<file path="config.mk">
export PLATFORM = sky130hd
export DESIGN_NAME = dtcs_top
export DESIGN_NICKNAME = d
export VERILOG_FILES = /design/src/design/dtcs_pkg.sv /design/src/design/dtcs_cause_if.sv /design/src/design/dtcs_cause_latch.sv /design/src/design/dtcs_top.sv
export SDC_FILE = /design/constraint.sdc
export NUM_CORES = 1
export LEC_CHECK = 0
export BUFFER_PORTS_ARGS = -buffer_cell sky130_fd_sc_hd__buf_2
export CORE_AREA = 5 5 91 93
export DETAILED_ROUTE_END_ITERATION = 8
export DIE_AREA = 0 0 96 98
export PLACE_DENSITY = 0.72
export SLEW_MARGIN = 20
export SYNTH_ARGS = -nofsm -noshare
export SYNTH_HDL_FRONTEND = slang
export SYNTH_HIERARCHICAL = 1
export SYNTH_SLANG_ARGS = --single-unit
</file>
<file path="constraint.sdc">
create_clock -name clk_sys_in -period 1.02 [get_ports clk_sys_in]
set_input_delay 0.153 -clock clk_sys_in [delete_from_list [all_inputs] [get_ports clk_sys_in]]
set_output_delay 0.153 -clock clk_sys_in [all_outputs]
set_load 0.03 [all_outputs]
</file>
<file path="src/design/dtcs_pkg.sv">
package dtcs_pkg;
    // control register fields
    localparam int CTL_ABORT_BIT   = 31;
    localparam int CTL_MONSEL_BIT  = 29;
    localparam int CTL_TOZ_BIT     = 25;
    localparam int CTL_DBE_BIT     = 13;
    localparam int CTL_DBR_BIT     = 12;
    localparam int CTL_OVC_LSB     = 5;
    localparam int CTL_EIC_LSB     = 3;
    localparam int CTL_TM_LSB      = 0;
    localparam logic [31:0] CTL_WMASK = 32'ha20031ff;
    localparam logic [31:0] CTL_RESET = 32'h00000000;
    localparam logic [31:0] STS_RESET = 32'h00000000;
    // status register fields
    localparam int STS_TBF_BIT  = 28;
    localparam int STS_EXB_BIT  = 27;
    localparam int STS_ACK_BIT  = 26;
    localparam int STS_ZOP_BIT  = 25;
    localparam int STS_INC_BIT  = 24;
    localparam int STS_CMP_LSB  = 8;
    localparam int STS_OCD_BIT  = 5;
    localparam int STS_SLP_BIT  = 4;
    localparam int STS_HWB_BIT  = 2;
    localparam int STS_SWB_BIT  = 1;
    localparam int STS_SSS_BIT  = 0;
    localparam logic [31:0] STS_RMASK = 32'h1f00ff37;
    // overrun control encodings
    localparam logic [2:0] OVC_MSG    = 3'h0;
    localparam logic [2:0] OVC_BR_OWN = 3'h1;
    localparam logic [2:0] OVC_DT_OWN = 3'h2;
    localparam logic [2:0] OVC_ALL    = 3'h3;
    // event-in control encodings
    localparam logic [1:0] EIC_SYNC  = 2'h0;
    localparam logic [1:0] EIC_BREAK = 2'h1;
    localparam logic [1:0] EIC_NONE  = 2'h2;
    localparam logic [1:0] EIC_RSVD  = 2'h3;
    // debug mode states
    typedef enum logic [2:0] {
        DTCS_RUN = 3'b001,
        DTCS_OCD = 3'b010,
        DTCS_MON = 3'b100
    } dtcs_mode_t;
endpackage

</file>
<file path="src/design/dtcs_cause_if.sv">
`timescale 1ns/1ns
interface dtcs_cause_if;
    logic       enter;
    logic       leave;
    logic       tbf;
    logic       ext;
    logic       req;
    logic       zop;
    logic       sw_break_cause;
    logic       single_step_cause;
    logic [7:0] cmp;
    logic       sleep;
    logic       to_ocd;
    logic [31:0] causes;
    modport src (output enter, leave, tbf, ext, req, zop, sw_break_cause, single_step_cause, cmp, sleep, to_ocd,
                 input causes);
    modport dst (input enter, leave, tbf, ext, req, zop, sw_break_cause, single_step_cause, cmp, sleep, to_ocd,
                 output causes);
endinterface

</file>
<file path="src/design/dtcs_cause_latch.sv">
`timescale 1ns/1ns
module dtcs_cause_latch
    import dtcs_pkg::*;
(
    // clock and reset
    input  wire logic clk_sys_in,
    input  wire logic rst_n_in,
    // cause events
    dtcs_cause_if.dst cif
);
    logic [31:0] causes_r;
    logic [31:0] causes_nxt;

    always_comb begin
        causes_nxt = causes_r;
        if (cif.leave) begin
            causes_nxt = STS_RESET;
        end else if (cif.enter) begin
            causes_nxt = STS_RESET;
            causes_nxt[STS_TBF_BIT] = cif.tbf;
            causes_nxt[STS_EXB_BIT] = cif.ext;
            causes_nxt[STS_ACK_BIT] = cif.req;
            causes_nxt[STS_ZOP_BIT] = cif.zop;
            causes_nxt[STS_CMP_LSB +: 8] = cif.cmp;
            causes_nxt[STS_SLP_BIT] = cif.sleep & cif.to_ocd;
            causes_nxt[STS_HWB_BIT] = |cif.cmp;
            causes_nxt[STS_SWB_BIT] = cif.sw_break_cause;
            causes_nxt[STS_SSS_BIT] = cif.single_step_cause;
        end
    end

    always_ff @(posedge clk_sys_in) begin
        if (!rst_n_in) begin
            causes_r <= STS_RESET;
        end else begin
            causes_r <= causes_nxt;
        end
    end

    assign cif.causes = causes_r;

    a_exit_clears: assert property (@(posedge clk_sys_in) disable iff (!rst_n_in)
        cif.leave |=> (causes_r == 32'h0))
        else $error("causes not cleared on exit");
    a_hwb_summary: assert property (@(posedge clk_sys_in) disable iff (!rst_n_in)
        causes_r[STS_HWB_BIT] == (|causes_r[STS_CMP_LSB +: 8]))
        else $error("hw break summary mismatch");
    a_multi_cause: assert property (@(posedge clk_sys_in) disable iff (!rst_n_in)
        (cif.enter && !cif.leave && cif.sw_break_cause && cif.single_step_cause) |=>
        (causes_r[STS_SWB_BIT] && causes_r[STS_SSS_BIT]))
        else $error("simultaneous causes not all set");
endmodule

</file>
<file path="src/design/dtcs_top.sv">
`timescale 1ns/1ns
module dtcs_top
    import dtcs_pkg::*;
(
    // clock and reset
    input  wire logic        clk_sys_in,
    input  wire logic        rst_n_in,
    // debug port register access
    input  wire logic        ctl_wr_in,
    input  wire logic [31:0] ctl_wdata_in,
    output logic      [31:0] development_control_out,
    output logic      [31:0] development_status_out,
    // event-in pin, active low, asynchronous
    input  wire logic        event_in_pin_n_in,
    // cpu debug causes, valid with entry pulse
    input  wire logic        dbg_entry_in,
    input  wire logic        dbg_exit_in,
    input  wire logic        tbf_cause_in,
    input  wire logic        zop_cause_in,
    input  wire logic        swb_cause_in,
    input  wire logic        sss_cause_in,
    input  wire logic [7:0]  cmp_hit_in,
    input  wire logic        cpu_sleeping_in,
    input  wire logic        cpu_executing_in,
    // watchpoint trace start/stop pulses
    input  wire logic        wp_dt_start_in,
    input  wire logic        wp_dt_stop_in,
    input  wire logic        wp_bt_start_in,
    input  wire logic        wp_bt_stop_in,
    // trace message requests and queue state
    input  wire logic        msg_branch_in,
    input  wire logic        msg_data_in,
    input  wire logic        msg_own_in,
    input  wire logic        queue_full_in,
    // outputs to cpu and trace
    output logic             cpu_stall_out,
    output logic             overrun_msg_out,
    output logic             trace_sync_out,
    output logic             ext_break_out,
    output logic             ownership_trace_out,
    output logic             data_trace_out,
    output logic             branch_trace_out,
    output logic             monitor_mode_out
);
    logic [31:0] ctl_r,   ctl_nxt;
    logic [2:0]  evs_r,   evs_nxt;
    dtcs_mode_t  mode_r,  mode_nxt;
    logic        stall_r, stall_nxt;
    logic        ovr_r,   ovr_nxt;
    logic        sync_r,  sync_nxt;
    logic        brk_r,   brk_nxt;
    logic        extpend_r, extpend_nxt;
    logic        idle_r,  idle_nxt;
    logic [31:0] sts_r,   sts_nxt;
    logic        fall;
    logic [2:0]  tm;
    logic [2:0]  ovc;
    logic [1:0]  event_in_control;
    logic        dbe;
    logic        stall_br;
    logic        stall_dt;

    dtcs_cause_if cif ();

    dtcs_cause_latch u_latch (
        .clk_sys_in (clk_sys_in),
        .rst_n_in   (rst_n_in),
        .cif        (cif)
    );

    assign tm  = ctl_r[CTL_TM_LSB +: 3];
    assign ovc = ctl_r[CTL_OVC_LSB +: 3];
    assign event_in_control = ctl_r[CTL_EIC_LSB +: 2];
    assign dbe = ctl_r[CTL_DBE_BIT];
    // older third stage high, newer second stage low: high-to-low edge
    assign fall = evs_r[2] & ~evs_r[1];
    assign stall_br = (ovc == OVC_BR_OWN) || (ovc == OVC_ALL);
    assign stall_dt = (ovc == OVC_DT_OWN) || (ovc == OVC_ALL);

    assign cif.enter  = dbg_entry_in;
    assign cif.leave  = dbg_exit_in;
    assign cif.tbf    = tbf_cause_in;
    assign cif.ext    = extpend_r;
    assign cif.req    = ctl_r[CTL_DBR_BIT] | ctl_r[CTL_ABORT_BIT];
    assign cif.zop    = zop_cause_in & ctl_r[CTL_TOZ_BIT];
    assign cif.sw_break_cause    = swb_cause_in;
    assign cif.single_step_cause    = sss_cause_in;
    assign cif.cmp    = cmp_hit_in;
    assign cif.sleep  = cpu_sleeping_in;
    assign cif.to_ocd = ~ctl_r[CTL_MONSEL_BIT];

    always_comb begin
        ctl_nxt = ctl_r;
        if (ctl_wr_in) begin
            ctl_nxt = ctl_wdata_in & CTL_WMASK;
        end
        if (wp_dt_start_in) begin
            ctl_nxt[CTL_TM_LSB + 1] = 1'b1;
        end else if (wp_dt_stop_in) begin
            ctl_nxt[CTL_TM_LSB + 1] = 1'b0;
        end
        if (wp_bt_start_in) begin
            ctl_nxt[CTL_TM_LSB + 2] = 1'b1;
        end else if (wp_bt_stop_in) begin
            ctl_nxt[CTL_TM_LSB + 2] = 1'b0;
        end
        // request and abort self-clear on entry
        if (dbg_entry_in) begin
            ctl_nxt[CTL_DBR_BIT]   = 1'b0;
            ctl_nxt[CTL_ABORT_BIT] = 1'b0;
        end
    end

    always_comb begin
        evs_nxt  = {evs_r[1:0], event_in_pin_n_in};
        sync_nxt = 1'b0;
        brk_nxt  = 1'b0;
        extpend_nxt = extpend_r;
        if (fall) begin
            unique case (event_in_control)
                EIC_SYNC:  sync_nxt = (tm != 3'h0);
                EIC_BREAK: brk_nxt = dbe;
                EIC_NONE:  sync_nxt = 1'b0;
                EIC_RSVD:  sync_nxt = 1'b0;
            endcase
        end
        // pending external cause, consumed at entry; a new break wins
        if (brk_nxt) begin
            extpend_nxt = 1'b1;
        end else if (dbg_entry_in || dbg_exit_in) begin
            extpend_nxt = 1'b0;
        end
    end

    always_comb begin
        mode_nxt = mode_r;
        unique case (mode_r)
            DTCS_RUN: if (dbg_entry_in) begin
                mode_nxt = ctl_r[CTL_MONSEL_BIT] ? DTCS_MON : DTCS_OCD;
            end
            DTCS_OCD: if (dbg_exit_in) begin
                mode_nxt = DTCS_RUN;
            end
            DTCS_MON: if (dbg_exit_in) begin
                mode_nxt = DTCS_RUN;
            end
            default: mode_nxt = DTCS_RUN;
        endcase
        idle_nxt = (mode_nxt == DTCS_OCD) && !cpu_executing_in;
    end

    always_comb begin
        // overrun message when set to 000
        ovr_nxt = queue_full_in && (ovc == OVC_MSG)
                  && (msg_branch_in || msg_data_in || msg_own_in);
        stall_nxt = queue_full_in && (
                    (msg_own_in && (stall_br || stall_dt))
                    || (msg_branch_in && stall_br)
                    || (msg_data_in && stall_dt));
    end

    always_comb begin
        sts_nxt = cif.causes & STS_RMASK;
        sts_nxt[STS_OCD_BIT] = (mode_r == DTCS_OCD);
        sts_nxt[STS_INC_BIT] = idle_r;
        sts_nxt = sts_nxt & STS_RMASK;
    end

    always_ff @(posedge clk_sys_in) begin
        if (!rst_n_in) begin
            ctl_r     <= CTL_RESET;
            evs_r     <= 3'h7;
            mode_r    <= DTCS_RUN;
            stall_r   <= 1'b0;
            ovr_r     <= 1'b0;
            sync_r    <= 1'b0;
            brk_r     <= 1'b0;
            extpend_r <= 1'b0;
            idle_r    <= 1'b0;
            sts_r     <= STS_RESET;
        end else begin
            ctl_r     <= ctl_nxt;
            evs_r     <= evs_nxt;
            mode_r    <= mode_nxt;
            stall_r   <= stall_nxt;
            ovr_r     <= ovr_nxt;
            sync_r    <= sync_nxt;
            brk_r     <= brk_nxt;
            extpend_r <= extpend_nxt;
            idle_r    <= idle_nxt;
            sts_r     <= sts_nxt;
        end
    end

    assign development_control_out = ctl_r;
    assign development_status_out  = sts_r;
    assign cpu_stall_out           = stall_r;
    assign overrun_msg_out         = ovr_r;
    assign trace_sync_out          = sync_r;
    assign ext_break_out           = brk_r;
    assign ownership_trace_out     = ctl_r[CTL_TM_LSB];
    assign data_trace_out          = ctl_r[CTL_TM_LSB + 1];
    assign branch_trace_out        = ctl_r[CTL_TM_LSB + 2];
    // one-hot monitor state bit
    assign monitor_mode_out        = mode_r[2];

    // control and status checks
    a_overrun_msg: assert property (@(posedge clk_sys_in) disable iff (!rst_n_in)
        (queue_full_in && ovc == OVC_MSG && msg_data_in) |=> (ovr_r && !stall_r))
        else $error("overrun message missing");
    a_stall_class: assert property (@(posedge clk_sys_in) disable iff (!rst_n_in)
        (queue_full_in && ovc == OVC_DT_OWN && msg_branch_in && !msg_data_in && !msg_own_in)
        |=> !stall_r)
        else $error("stall on branch at data-only setting");
    a_stall_data: assert property (@(posedge clk_sys_in) disable iff (!rst_n_in)
        (queue_full_in && ovc == OVC_ALL && msg_data_in) |=> stall_r)
        else $error("no stall with all classes");
    a_evt_nosync: assert property (@(posedge clk_sys_in) disable iff (!rst_n_in)
        (fall && tm == 3'h0) |=> !sync_r)
        else $error("sync without trace enabled");
    a_evt_break: assert property (@(posedge clk_sys_in) disable iff (!rst_n_in)
        (fall && event_in_control == EIC_BREAK && dbe) |=> brk_r ##1 !brk_r)
        else $error("event break pulse wrong");
    a_sts_reserved: assert property (@(posedge clk_sys_in) disable iff (!rst_n_in)
        (development_status_out & ~STS_RMASK) == 32'h0)
        else $error("reserved status bits set");
    a_ocd_flag: assert property (@(posedge clk_sys_in) disable iff (!rst_n_in)
        (mode_r == DTCS_MON) |=> !development_status_out[STS_OCD_BIT])
        else $error("ocd flag set in monitor mode");
    a_mode_select: assert property (@(posedge clk_sys_in) disable iff (!rst_n_in)
        (mode_r == DTCS_RUN && dbg_entry_in && ctl_r[CTL_MONSEL_BIT]) |=>
        (mode_r == DTCS_MON) ##1 monitor_mode_out)
        else $error("monitor select not applied at entry");
    a_wp_trace: assert property (@(posedge clk_sys_in) disable iff (!rst_n_in)
        (wp_bt_start_in && !dbg_entry_in) |=> branch_trace_out)
        else $error("watchpoint did not enable branch trace");
    a_idle_flag: assert property (@(posedge clk_sys_in) disable iff (!rst_n_in)
        development_status_out[STS_INC_BIT] |-> $past(idle_r))
        else $error("idle flag without ocd idle");

    // event-in pin checks
    a_sync_pulse: assert property (@(posedge clk_sys_in) disable iff (!rst_n_in)
        (fall && event_in_control == EIC_SYNC && tm != 3'h0) |=> (trace_sync_out && !ext_break_out))
        else $error("trace sync pulse missing");
    a_evt_idle: assert property (@(posedge clk_sys_in) disable iff (!rst_n_in)
        (fall && (event_in_control == EIC_NONE || event_in_control == EIC_RSVD)) |=> (!trace_sync_out && !ext_break_out))
        else $error("event action on no-operation code");
    a_evt_nobreak: assert property (@(posedge clk_sys_in) disable iff (!rst_n_in)
        (fall && event_in_control == EIC_BREAK && !dbe) |=> !ext_break_out)
        else $error("break without debug enable");
    a_evt_quiet: assert property (@(posedge clk_sys_in) disable iff (!rst_n_in)
        !fall |=> (!trace_sync_out && !ext_break_out))
        else $error("event pulse without falling edge");

    // trace queue checks
    a_stall_brown: assert property (@(posedge clk_sys_in) disable iff (!rst_n_in)
        (queue_full_in && ovc == OVC_BR_OWN && (msg_branch_in || msg_own_in)) |=> cpu_stall_out)
        else $error("no stall for branch or ownership");
    a_stall_dtown: assert property (@(posedge clk_sys_in) disable iff (!rst_n_in)
        (queue_full_in && ovc == OVC_DT_OWN && (msg_data_in || msg_own_in)) |=> cpu_stall_out)
        else $error("no stall for data or ownership");
    a_stall_free: assert property (@(posedge clk_sys_in) disable iff (!rst_n_in)
        !queue_full_in |=> (!cpu_stall_out && !overrun_msg_out))
        else $error("stall or overrun with queue free");
    a_ovr_only_msg: assert property (@(posedge clk_sys_in) disable iff (!rst_n_in)
        (ovc != OVC_MSG) |=> !overrun_msg_out)
        else $error("overrun message with stall setting");

    // watchpoint checks
    a_wp_dt_start: assert property (@(posedge clk_sys_in) disable iff (!rst_n_in)
        wp_dt_start_in |=> data_trace_out)
        else $error("watchpoint did not enable data trace");
    a_wp_dt_stop: assert property (@(posedge clk_sys_in) disable iff (!rst_n_in)
        (wp_dt_stop_in && !wp_dt_start_in) |=> !data_trace_out)
        else $error("watchpoint did not stop data trace");
    a_wp_bt_stop: assert property (@(posedge clk_sys_in) disable iff (!rst_n_in)
        (wp_bt_stop_in && !wp_bt_start_in) |=> !branch_trace_out)
        else $error("watchpoint did not stop branch trace");

    // debug entry and exit checks
    a_req_clear: assert property (@(posedge clk_sys_in) disable iff (!rst_n_in)
        dbg_entry_in |=> (!development_control_out[CTL_DBR_BIT]
                          && !development_control_out[CTL_ABORT_BIT]))
        else $error("request bits not cleared at entry");
    a_ocd_enter: assert property (@(posedge clk_sys_in) disable iff (!rst_n_in)
        (mode_r == DTCS_RUN && dbg_entry_in && !ctl_r[CTL_MONSEL_BIT]) |=>
        ##1 development_status_out[STS_OCD_BIT])
        else $error("ocd flag not set after entry");
    a_ext_cause: assert property (@(posedge clk_sys_in) disable iff (!rst_n_in)
        (dbg_entry_in && !dbg_exit_in && extpend_r) |=>
        ##1 development_status_out[STS_EXB_BIT])
        else $error("external cause not reported");
    a_zop_cause: assert property (@(posedge clk_sys_in) disable iff (!rst_n_in)
        (dbg_entry_in && !dbg_exit_in && zop_cause_in && ctl_r[CTL_TOZ_BIT]) |=>
        ##1 development_status_out[STS_ZOP_BIT])
        else $error("zero opcode cause not reported");
    a_tbf_cause: assert property (@(posedge clk_sys_in) disable iff (!rst_n_in)
        (dbg_entry_in && !dbg_exit_in && tbf_cause_in) |=>
        ##1 development_status_out[STS_TBF_BIT])
        else $error("buffer full cause not reported");
    a_sleep_mon: assert property (@(posedge clk_sys_in) disable iff (!rst_n_in)
        (dbg_entry_in && !dbg_exit_in && ctl_r[CTL_MONSEL_BIT]) |=>
        ##1 !development_status_out[STS_SLP_BIT])
        else $error("sleep flag set on monitor entry");
    a_idle_mon: assert property (@(posedge clk_sys_in) disable iff (!rst_n_in)
        (mode_r == DTCS_MON) |=> ##1 !development_status_out[STS_INC_BIT])
        else $error("idle flag set outside ocd");
    a_exit_mode: assert property (@(posedge clk_sys_in) disable iff (!rst_n_in)
        dbg_exit_in |=> (mode_r == DTCS_RUN && !monitor_mode_out))
        else $error("mode not left at exit");
endmodule

</file>
Word-level counts from Yosys, hierarchy flattened
Index checks and enable logic that the tools add are counted.

operators by class
  bitwise logic cells = 7
  mux-type cells = 13
  equality and inequality tests = 8
  reductions and logical operators = 27

operator list
  cell                number
  $eq 3x2->1 const B  4
  $mux 3              4
  $reduce_bool 3->1   3
  $logic_or 1x1->1    8
  $mux 1              8
  $reduce_or 8->1     1
  $logic_and 1x1->1   7
  $eq 3x1->1 const B  2
  $pmux 3 s2          1
  $reduce_or 2->1     3
  $and 1x1->1         3
  $eq 3x3->1 const B  1
  $logic_not 3->1     1
  $not 1->1           3
  $reduce_and 3->1    1
  $eq 2x1->1 const B  1
  $logic_not 2->1     1
  $reduce_bool 2->1   1
  $logic_not 1->1     1
  $or 1x1->1          1

word-level totals
  word-level logic and storage cells = 70
  flip-flop bits (word level) = 74
  output and inout port bits = 72

Longest topological paths before layout
Gate-level depths: netlist of the first run.

  depth after elaboration = 7
  depth in mapped cells = 4

By module
Netlist of the first run, hierarchy kept.

modules (own cells, without submodules)
  module            cells an instance  instances  area each (um^2)
  dtcs_top          166                1          1,725.4
  dtcs_cause_latch  73                 1          745.7

Least setup slack after synthesis of the first run
No wires, ideal clock.

  path kind = register to register
  from = register mode_r[2]
  to = register mode_r[2]
  arrival = 1.141 ns
  slack = -0.180 ns
  buffers on the path = 0
  data required time = 0.961 ns
  stages on the path, launching flop included = 4
  cell sequence = dfxtp_1 -> or3b_1 -> o21ai_0 -> and3b_2

on the way
  cells in the longest elaborated chain, start to end = 3
  elaborated cells on any way between the ends = 7
  those cells by class = eq/ne (3); mux (3); reduce/logical (1)

RTL lines
  item                                             RTL line         RTL
  start: declaration                               dtcs_top.sv:47   dtcs_mode_t mode_r, mode_nxt;
  start signal: assignment                         dtcs_top.sv:184  mode_r <= mode_nxt;
  $eq 3x2->1 / $eq 3x3->1 (equally long branches)  dtcs_top.sv:137  unique case (mode_r)
  $reduce_or 2->1 (no line)                        -
  $pmux 3 s2 (*)                                   dtcs_top.sv:137

Every way passes the cells marked *; elsewhere a longest branch is shown, timed or not.
A chain may end at the register's enable or synchronous reset.

Worst setup path after layout of the first run
  from = register ctl_r[4], in the netlist development_control_out[4]
  to = output port development_control_out[4]

RTL lines
  item                      RTL line         RTL
  start: declaration        dtcs_top.sv:45   logic [31:0] ctl_r, ctl_nxt;
  start signal: assignment  dtcs_top.sv:182  ctl_r <= ctl_nxt;
  end: declaration          dtcs_top.sv:11   output logic [31:0] development_control_out,

No word-level cell between the ends.

==> results.sh, run 1 <==
export IMPL_status="finished, violations left"
export IMPL_violations="negative setup slack"
export IMPL_place_ws_ns=-0.01644
export IMPL_p_sw_w=0.001378
export IMPL_start_util=0.3152
export IMPL_dieHeight_um=98
export IMPL_crit_top_cell="buf_6"
export IMPL_post_route_min_period_ns=1.073
export IMPL_clock_path_buffers=2
export IMPL_syn_to_final_growth_pct=39.55
export IMPL_grt_usage=0.1098
export IMPL_grt_pass1_vias=1715
export IMPL_maxSlewViolCount=0
export IMPL_synth_cells=222
export IMPL_r2r_cells=3
export IMPL_reg2reg_from="mode_r[1]"
export IMPL_min_path_cells=2
export IMPL_min_from="wp_bt_start_in"
export IMPL_drive_above_1_share=0.4369
export IMPL_dp_hpwl_um=3751
export IMPL_nets=380
export IMPL_fin_skew_ns=0.007402
export IMPL_leakage_nw=1.572
export IMPL_antenna_cells=0
export IMPL_worst_setup_path_type="reg2out"
export IMPL_hold_path_end="development_control_out[2]"
export IMPL_total_power_w=0.005551
export IMPL_post_route_period_util=1.052
export IMPL_crit_path_start_kind="register"
export IMPL_critical_path_slowest_cell="dfxtp_4"
export IMPL_ir_drop_uv=896.4
export IMPL_worstHoldPathType="in2reg"
export IMPL_clockRootBuffer="clkbuf_8"
export IMPL_max_cap_violations=0
export IMPL_cp_max_fo=2
export IMPL_gp_congestion=0.8014
export IMPL_drc_errors=0
export IMPL_clkPwrFrac=0.415
export IMPL_combinationalPowerShare=0.139
export IMPL_clk_latency_ns=0.33
export IMPL_placed_cell_area_um2=2806
export IMPL_grt_ovfl_total=0
export IMPL_clkTransAtPathRegs_ns=0.07
export IMPL_crit_arrival_ns=0.92
export IMPL_cp_cell_sequence="buf_6 -> buf_6"
export IMPL_finalNonFillerCells=427
export IMPL_cts_buffers=9
export IMPL_h_tree_depth=3
export IMPL_top_level_ports=132
export IMPL_endpoint_kind="output port"
export IMPL_clock_fmax_mhz=931.8
export IMPL_avgSynthCellArea_um2=10.57
export IMPL_port_buffers=81
export IMPL_dp_cells=407
export IMPL_fin_ws_ns=-0.05322
export IMPL_finalHoldViolCount=0
export IMPL_grt_pass1_wl_um=7866
export IMPL_wl_per_cell_um=11.59
export IMPL_totalWireLength_um=4950
export IMPL_die_area_um2=9408
export IMPL_initialDrtViolationCount=15
export IMPL_hold_slack_ns=0.04062
export IMPL_cp_num_buf_inv=2
export IMPL_grt_max_degree=19
export IMPL_via_count=1707
export IMPL_ys_warn_count=6
export IMPL_placementRows=32
export IMPL_slowest_delay_ns=0.36
export IMPL_die_w_um=96
export IMPL_firstDrtPassIters=2
export IMPL_antenna_found_initial=0
export IMPL_rsz0062_at_grt="true"
export IMPL_viasPerCell=3.998
export IMPL_pwr_share_seq=0.446
export IMPL_cts_sinks=60
export IMPL_r2r_end="idle_r"
export IMPL_stdcell_area_um2=3276
export IMPL_swShare=0.2482
export IMPL_p_int_w=0.004173
export IMPL_ff2ff_setup_slack_ns=-0.03
export IMPL_syn_area_um2=2347
export IMPL_setup_viol=5
export IMPL_cpLargestDelayFamily="flip-flops"
export IMPL_required_ns=0.87
export IMPL_core_area_um2=7447
export IMPL_cts_tree="built"
export IMPL_p_per_area_nw_per_um2=1695
export IMPL_antenna_left=0
[power groups by stage]
stage | registers (W) | logic, W | clock network [W]
finish | 0.00247 | 0.000772 | 0.00230
global route | 0.00248 | 0.000831 | 0.00250
CTS | 0.00248 | 0.000747 | 0.00240
detailed placement | 0.00252 | 0.000698 | 0
global placement | 0.00251 | 0.000691 | 0
floorplan | 0.00261 | 0.000487 | 0
[placed cells by master, fill, tap and decap left out, types with 3 or more instances in the layout]
master,n
nand2b_1,6
o21a_1,3
dfxtp_4,8
and2_1,18
buf_4,22
dfxtp_2,9
nor4_1,3
mux2i_1,28
nor2b_1,10
buf_6,20
nor2_1,21
buf_2,51
conb_1,32
clkbuf_4,4
dfxtp_1,43
clkbuf_8,10
[how the worst max path moves through the flow]
stage	slack, ns	start	endpoint	depth (start not counted)
after global routing	-0.1	mode_r[2]	monitor_mode_out	2
after global placement	0.02	mode_r[1]	idle_r	3
after detailed placement	-0.02	evs_r[1]	cif.ext	3
final	-0.05	development_control_out[4]	development_control_out[4]	2
after CTS	-0.07	mode_r[2]	monitor_mode_out	2
after floorplan	-0.03	mode_r[2]	mode_r[2]	3
[final cells by class]
class / instances / area, um2
clock inverters: 4 / 71.32
repair buffers: 101 / 730.7
flip-flops and latches: 60 / 1242
inverters: 1 / 3.754
fillers: 742 / 4172
multi-input cells: 147 / 954.7
clock buffers: 12 / 145.1
well taps: 102 / 127.6
[registers in the layout (all words and copies together) (netlist names)]
name	flops
cif.ext	1
cpu_stall_out	1
development_control_out	14
development_status_out	18
evs_r	3
ext_break_out	1
idle_r	1
mode_r	3
overrun_msg_out	1
trace_sync_out	1
u_latch/cif.causes	16
[per-stage QoR]
step                utilization  setup TNS [ns]
finish                   0.4399         -0.1476
global placement         0.3768               0
CTS                      0.4246         -0.2406
global route             0.4399         -0.5144
floorplan                     -        -0.04363
detailed placement       0.3768        -0.03272
[what timing repair did]
item,4_1_cts,5_1_grt
setup endpoints to repair,22,33
setup buffers,0,2
resized for setup,45,44
endpoints found under the hold margin,2,0
hold buffers,2,0
pin swaps,1,3
[layer usage]
metal,up-vias,GRT usage,wire [um]
met4,0,0.06565,138
met5,-,0,0
met1,765,0.1224,1948
met3,11,0.03852,410
li1,860,-,-
met2,71,0.1768,2453
Note: power is estimated with default switching activity, not from simulation.
==> run 2: changes to the inputs <==
--- a/config.mk
+++ b/config.mk
@@ -6,9 +6,9 @@
 export NUM_CORES = 1
 export LEC_CHECK = 0
 export BUFFER_PORTS_ARGS = -buffer_cell sky130_fd_sc_hd__buf_2
-export CORE_AREA = 5 5 91 93
+export CORE_AREA = 8 8 94 96
 export DETAILED_ROUTE_END_ITERATION = 8
-export DIE_AREA = 0 0 96 98
+export DIE_AREA = 0 0 102 104
 export PLACE_DENSITY = 0.72
 export SLEW_MARGIN = 20
 export SYNTH_ARGS = -nofsm -noshare
==> results.sh, run 2 (same netlist as run 1, synthesis figures left out) <==
export IMPL_reg2reg_from="mode_r[1]"
export IMPL_setup_viol=7
export IMPL_grt_ovfl_total=0
export IMPL_port_buffers=81
export IMPL_clock_fmax_mhz=927.2
export IMPL_wl_per_cell_um=13.08
export IMPL_cts_buffers=9
export IMPL_clockRootBuffer="clkbuf_8"
export IMPL_required_ns=1.28
export IMPL_top_level_ports=132
export IMPL_largest_reg_flops=18
export IMPL_ir_drop_uv=676.2
export IMPL_drc_errors=0
export IMPL_grt_pass1_vias=1950
export IMPL_maxSlewViolCount=0
export IMPL_antenna_found_initial=1
export IMPL_initialDrtViolationCount=57
export IMPL_fin_ws_ns=-0.05847
export IMPL_h_tree_depth=3
export IMPL_gp_congestion=0.7614
export IMPL_antenna_left=0
export IMPL_viasPerCell=4.049
export IMPL_syn_to_final_growth_pct=40.25
export IMPL_dp_hpwl_um=4250
export IMPL_dieHeight_um=104
export IMPL_total_power_w=0.005504
export IMPL_violations="negative setup slack"
export IMPL_grt_usage=0.1109
export IMPL_postLayoutCoreUtil=0.4420
export IMPL_core_area_um2=7447
export IMPL_p_per_area_nw_per_um2=1672
export IMPL_endpoint_kind="register"
export IMPL_firstDrtPassIters=4
export IMPL_crit_path_start_kind="register"
export IMPL_post_route_min_period_ns=1.078
export IMPL_finalHoldViolCount=0
export IMPL_grt_pass1_wl_um=9080
export IMPL_clock_path_buffers=2
export IMPL_clk_latency_ns=0.33
export IMPL_placementRows=32
export IMPL_crit_arrival_ns=1.34
export IMPL_final_common_cell="buf_2"
export IMPL_worst_setup_path_type="reg2reg"
export IMPL_dp_cells=408
export IMPL_antenna_cells=0
export IMPL_hold_slack_ns=0.01598
export IMPL_cts_sinks=60
export IMPL_rsz0062_at_grt="true"
export IMPL_clkTransAtPathRegs_ns=0.06
export IMPL_via_count=1741
export IMPL_start_util=0.3152
export IMPL_nets=383
export IMPL_cp_max_fo=2
export IMPL_status="finished, violations left"
export IMPL_finalNonFillerCells=430
export IMPL_grt_max_degree=15
export IMPL_crit_start="mode_r[1]"
export IMPL_worstHoldPathType="in2reg"
export IMPL_fin_skew_ns=0.006801
export IMPL_cts_tree="built"
export IMPL_leakage_nw=1.587
export IMPL_totalWireLength_um=5624
export IMPL_drive_above_1_share=0.4451
export IMPL_min_from="event_in_pin_n_in"
export IMPL_die_w_um=102
export IMPL_max_cap_violations=0
export IMPL_die_area_um2=10610
export IMPL_final_cell_mix="buf_2, dfxtp_1, conb_1, mux2i_1, buf_4"
export IMPL_post_route_period_util=1.057
## run 2: cell types whose count changed in the layout (fill, tap and decap cells not counted), sizes merged
cell and delta:
clkbuf +2, buf +3, bufinv -1, dlygate4sd3 -1
## run 2: final cells by class
cell class | count | area [um2]
flip-flops and latches | 60 | 1239
well taps | 102 | 127.6
clock inverters | 3 | 41.29
fillers | 722 | 4155
repair buffers | 104 | 748.2
inverters | 1 | 3.754
clock buffers | 13 | 170.2
multi-input cells | 147 | 962.2
## run 2: worst paths after layout
| kind | depth (start not counted) | end | slack (ns) |
|---|---|---|---|
| setup / recovery | 4 | idle_r | -0.06 |
| hold / removal | 2 | evs_r[0] | 0.02 |
| hold reg to reg | 1 | evs_r[1] | 0.41 |
| setup reg to reg | 4 | idle_r | -0.06 |
## run 2: routing by layer
layer | vias to the layer above | GRT usage | share of wire
met5 | - | 0 | 0.0023
met4 | 2 | 0.06296 | 0.015
met3 | 8 | 0.03949 | 0.070
met2 | 74 | 0.1830 | 0.51
met1 | 793 | 0.1183 | 0.41
li1 | 864 | - | -
## run 2: what timing repair did
action                                 4_1_cts  5_1_grt
setup endpoints to repair                   24       35
gates resized for setup                     47       40
endpoints found under the hold margin        1        0
pin swaps                                    1        2
setup buffers                                1        4
hold buffers                                 1        0
## run 2: worst max-delay path, stage by stage, from the launching register on
cell	delay, ns
dfxtp_2	0.32
buf_6	0.10
nand3b_1	0.21
o21a_1	0.24
nor3_2	0.14
## run 2: stage by stage
stage                      TNS, ns  cell area, um2  setup WS, ns
after global placement           0            2814       0.02147
final                      -0.2193            3292      -0.05847
after global routing       -0.6161            3292       -0.1092
after CTS                  -0.1987            3174      -0.06187
after detailed placement  -0.02005            2814      -0.01446
after floorplan           -0.04363            2480      -0.03340
## run 2: report_power, final
group          leakage, nW  internal (W)  switching (W)
logic                0.981      0.000321       0.000476
clock network        0.109       0.00134       0.000889
registers            0.497       0.00242      0.0000530
total                 1.59       0.00409        0.00142
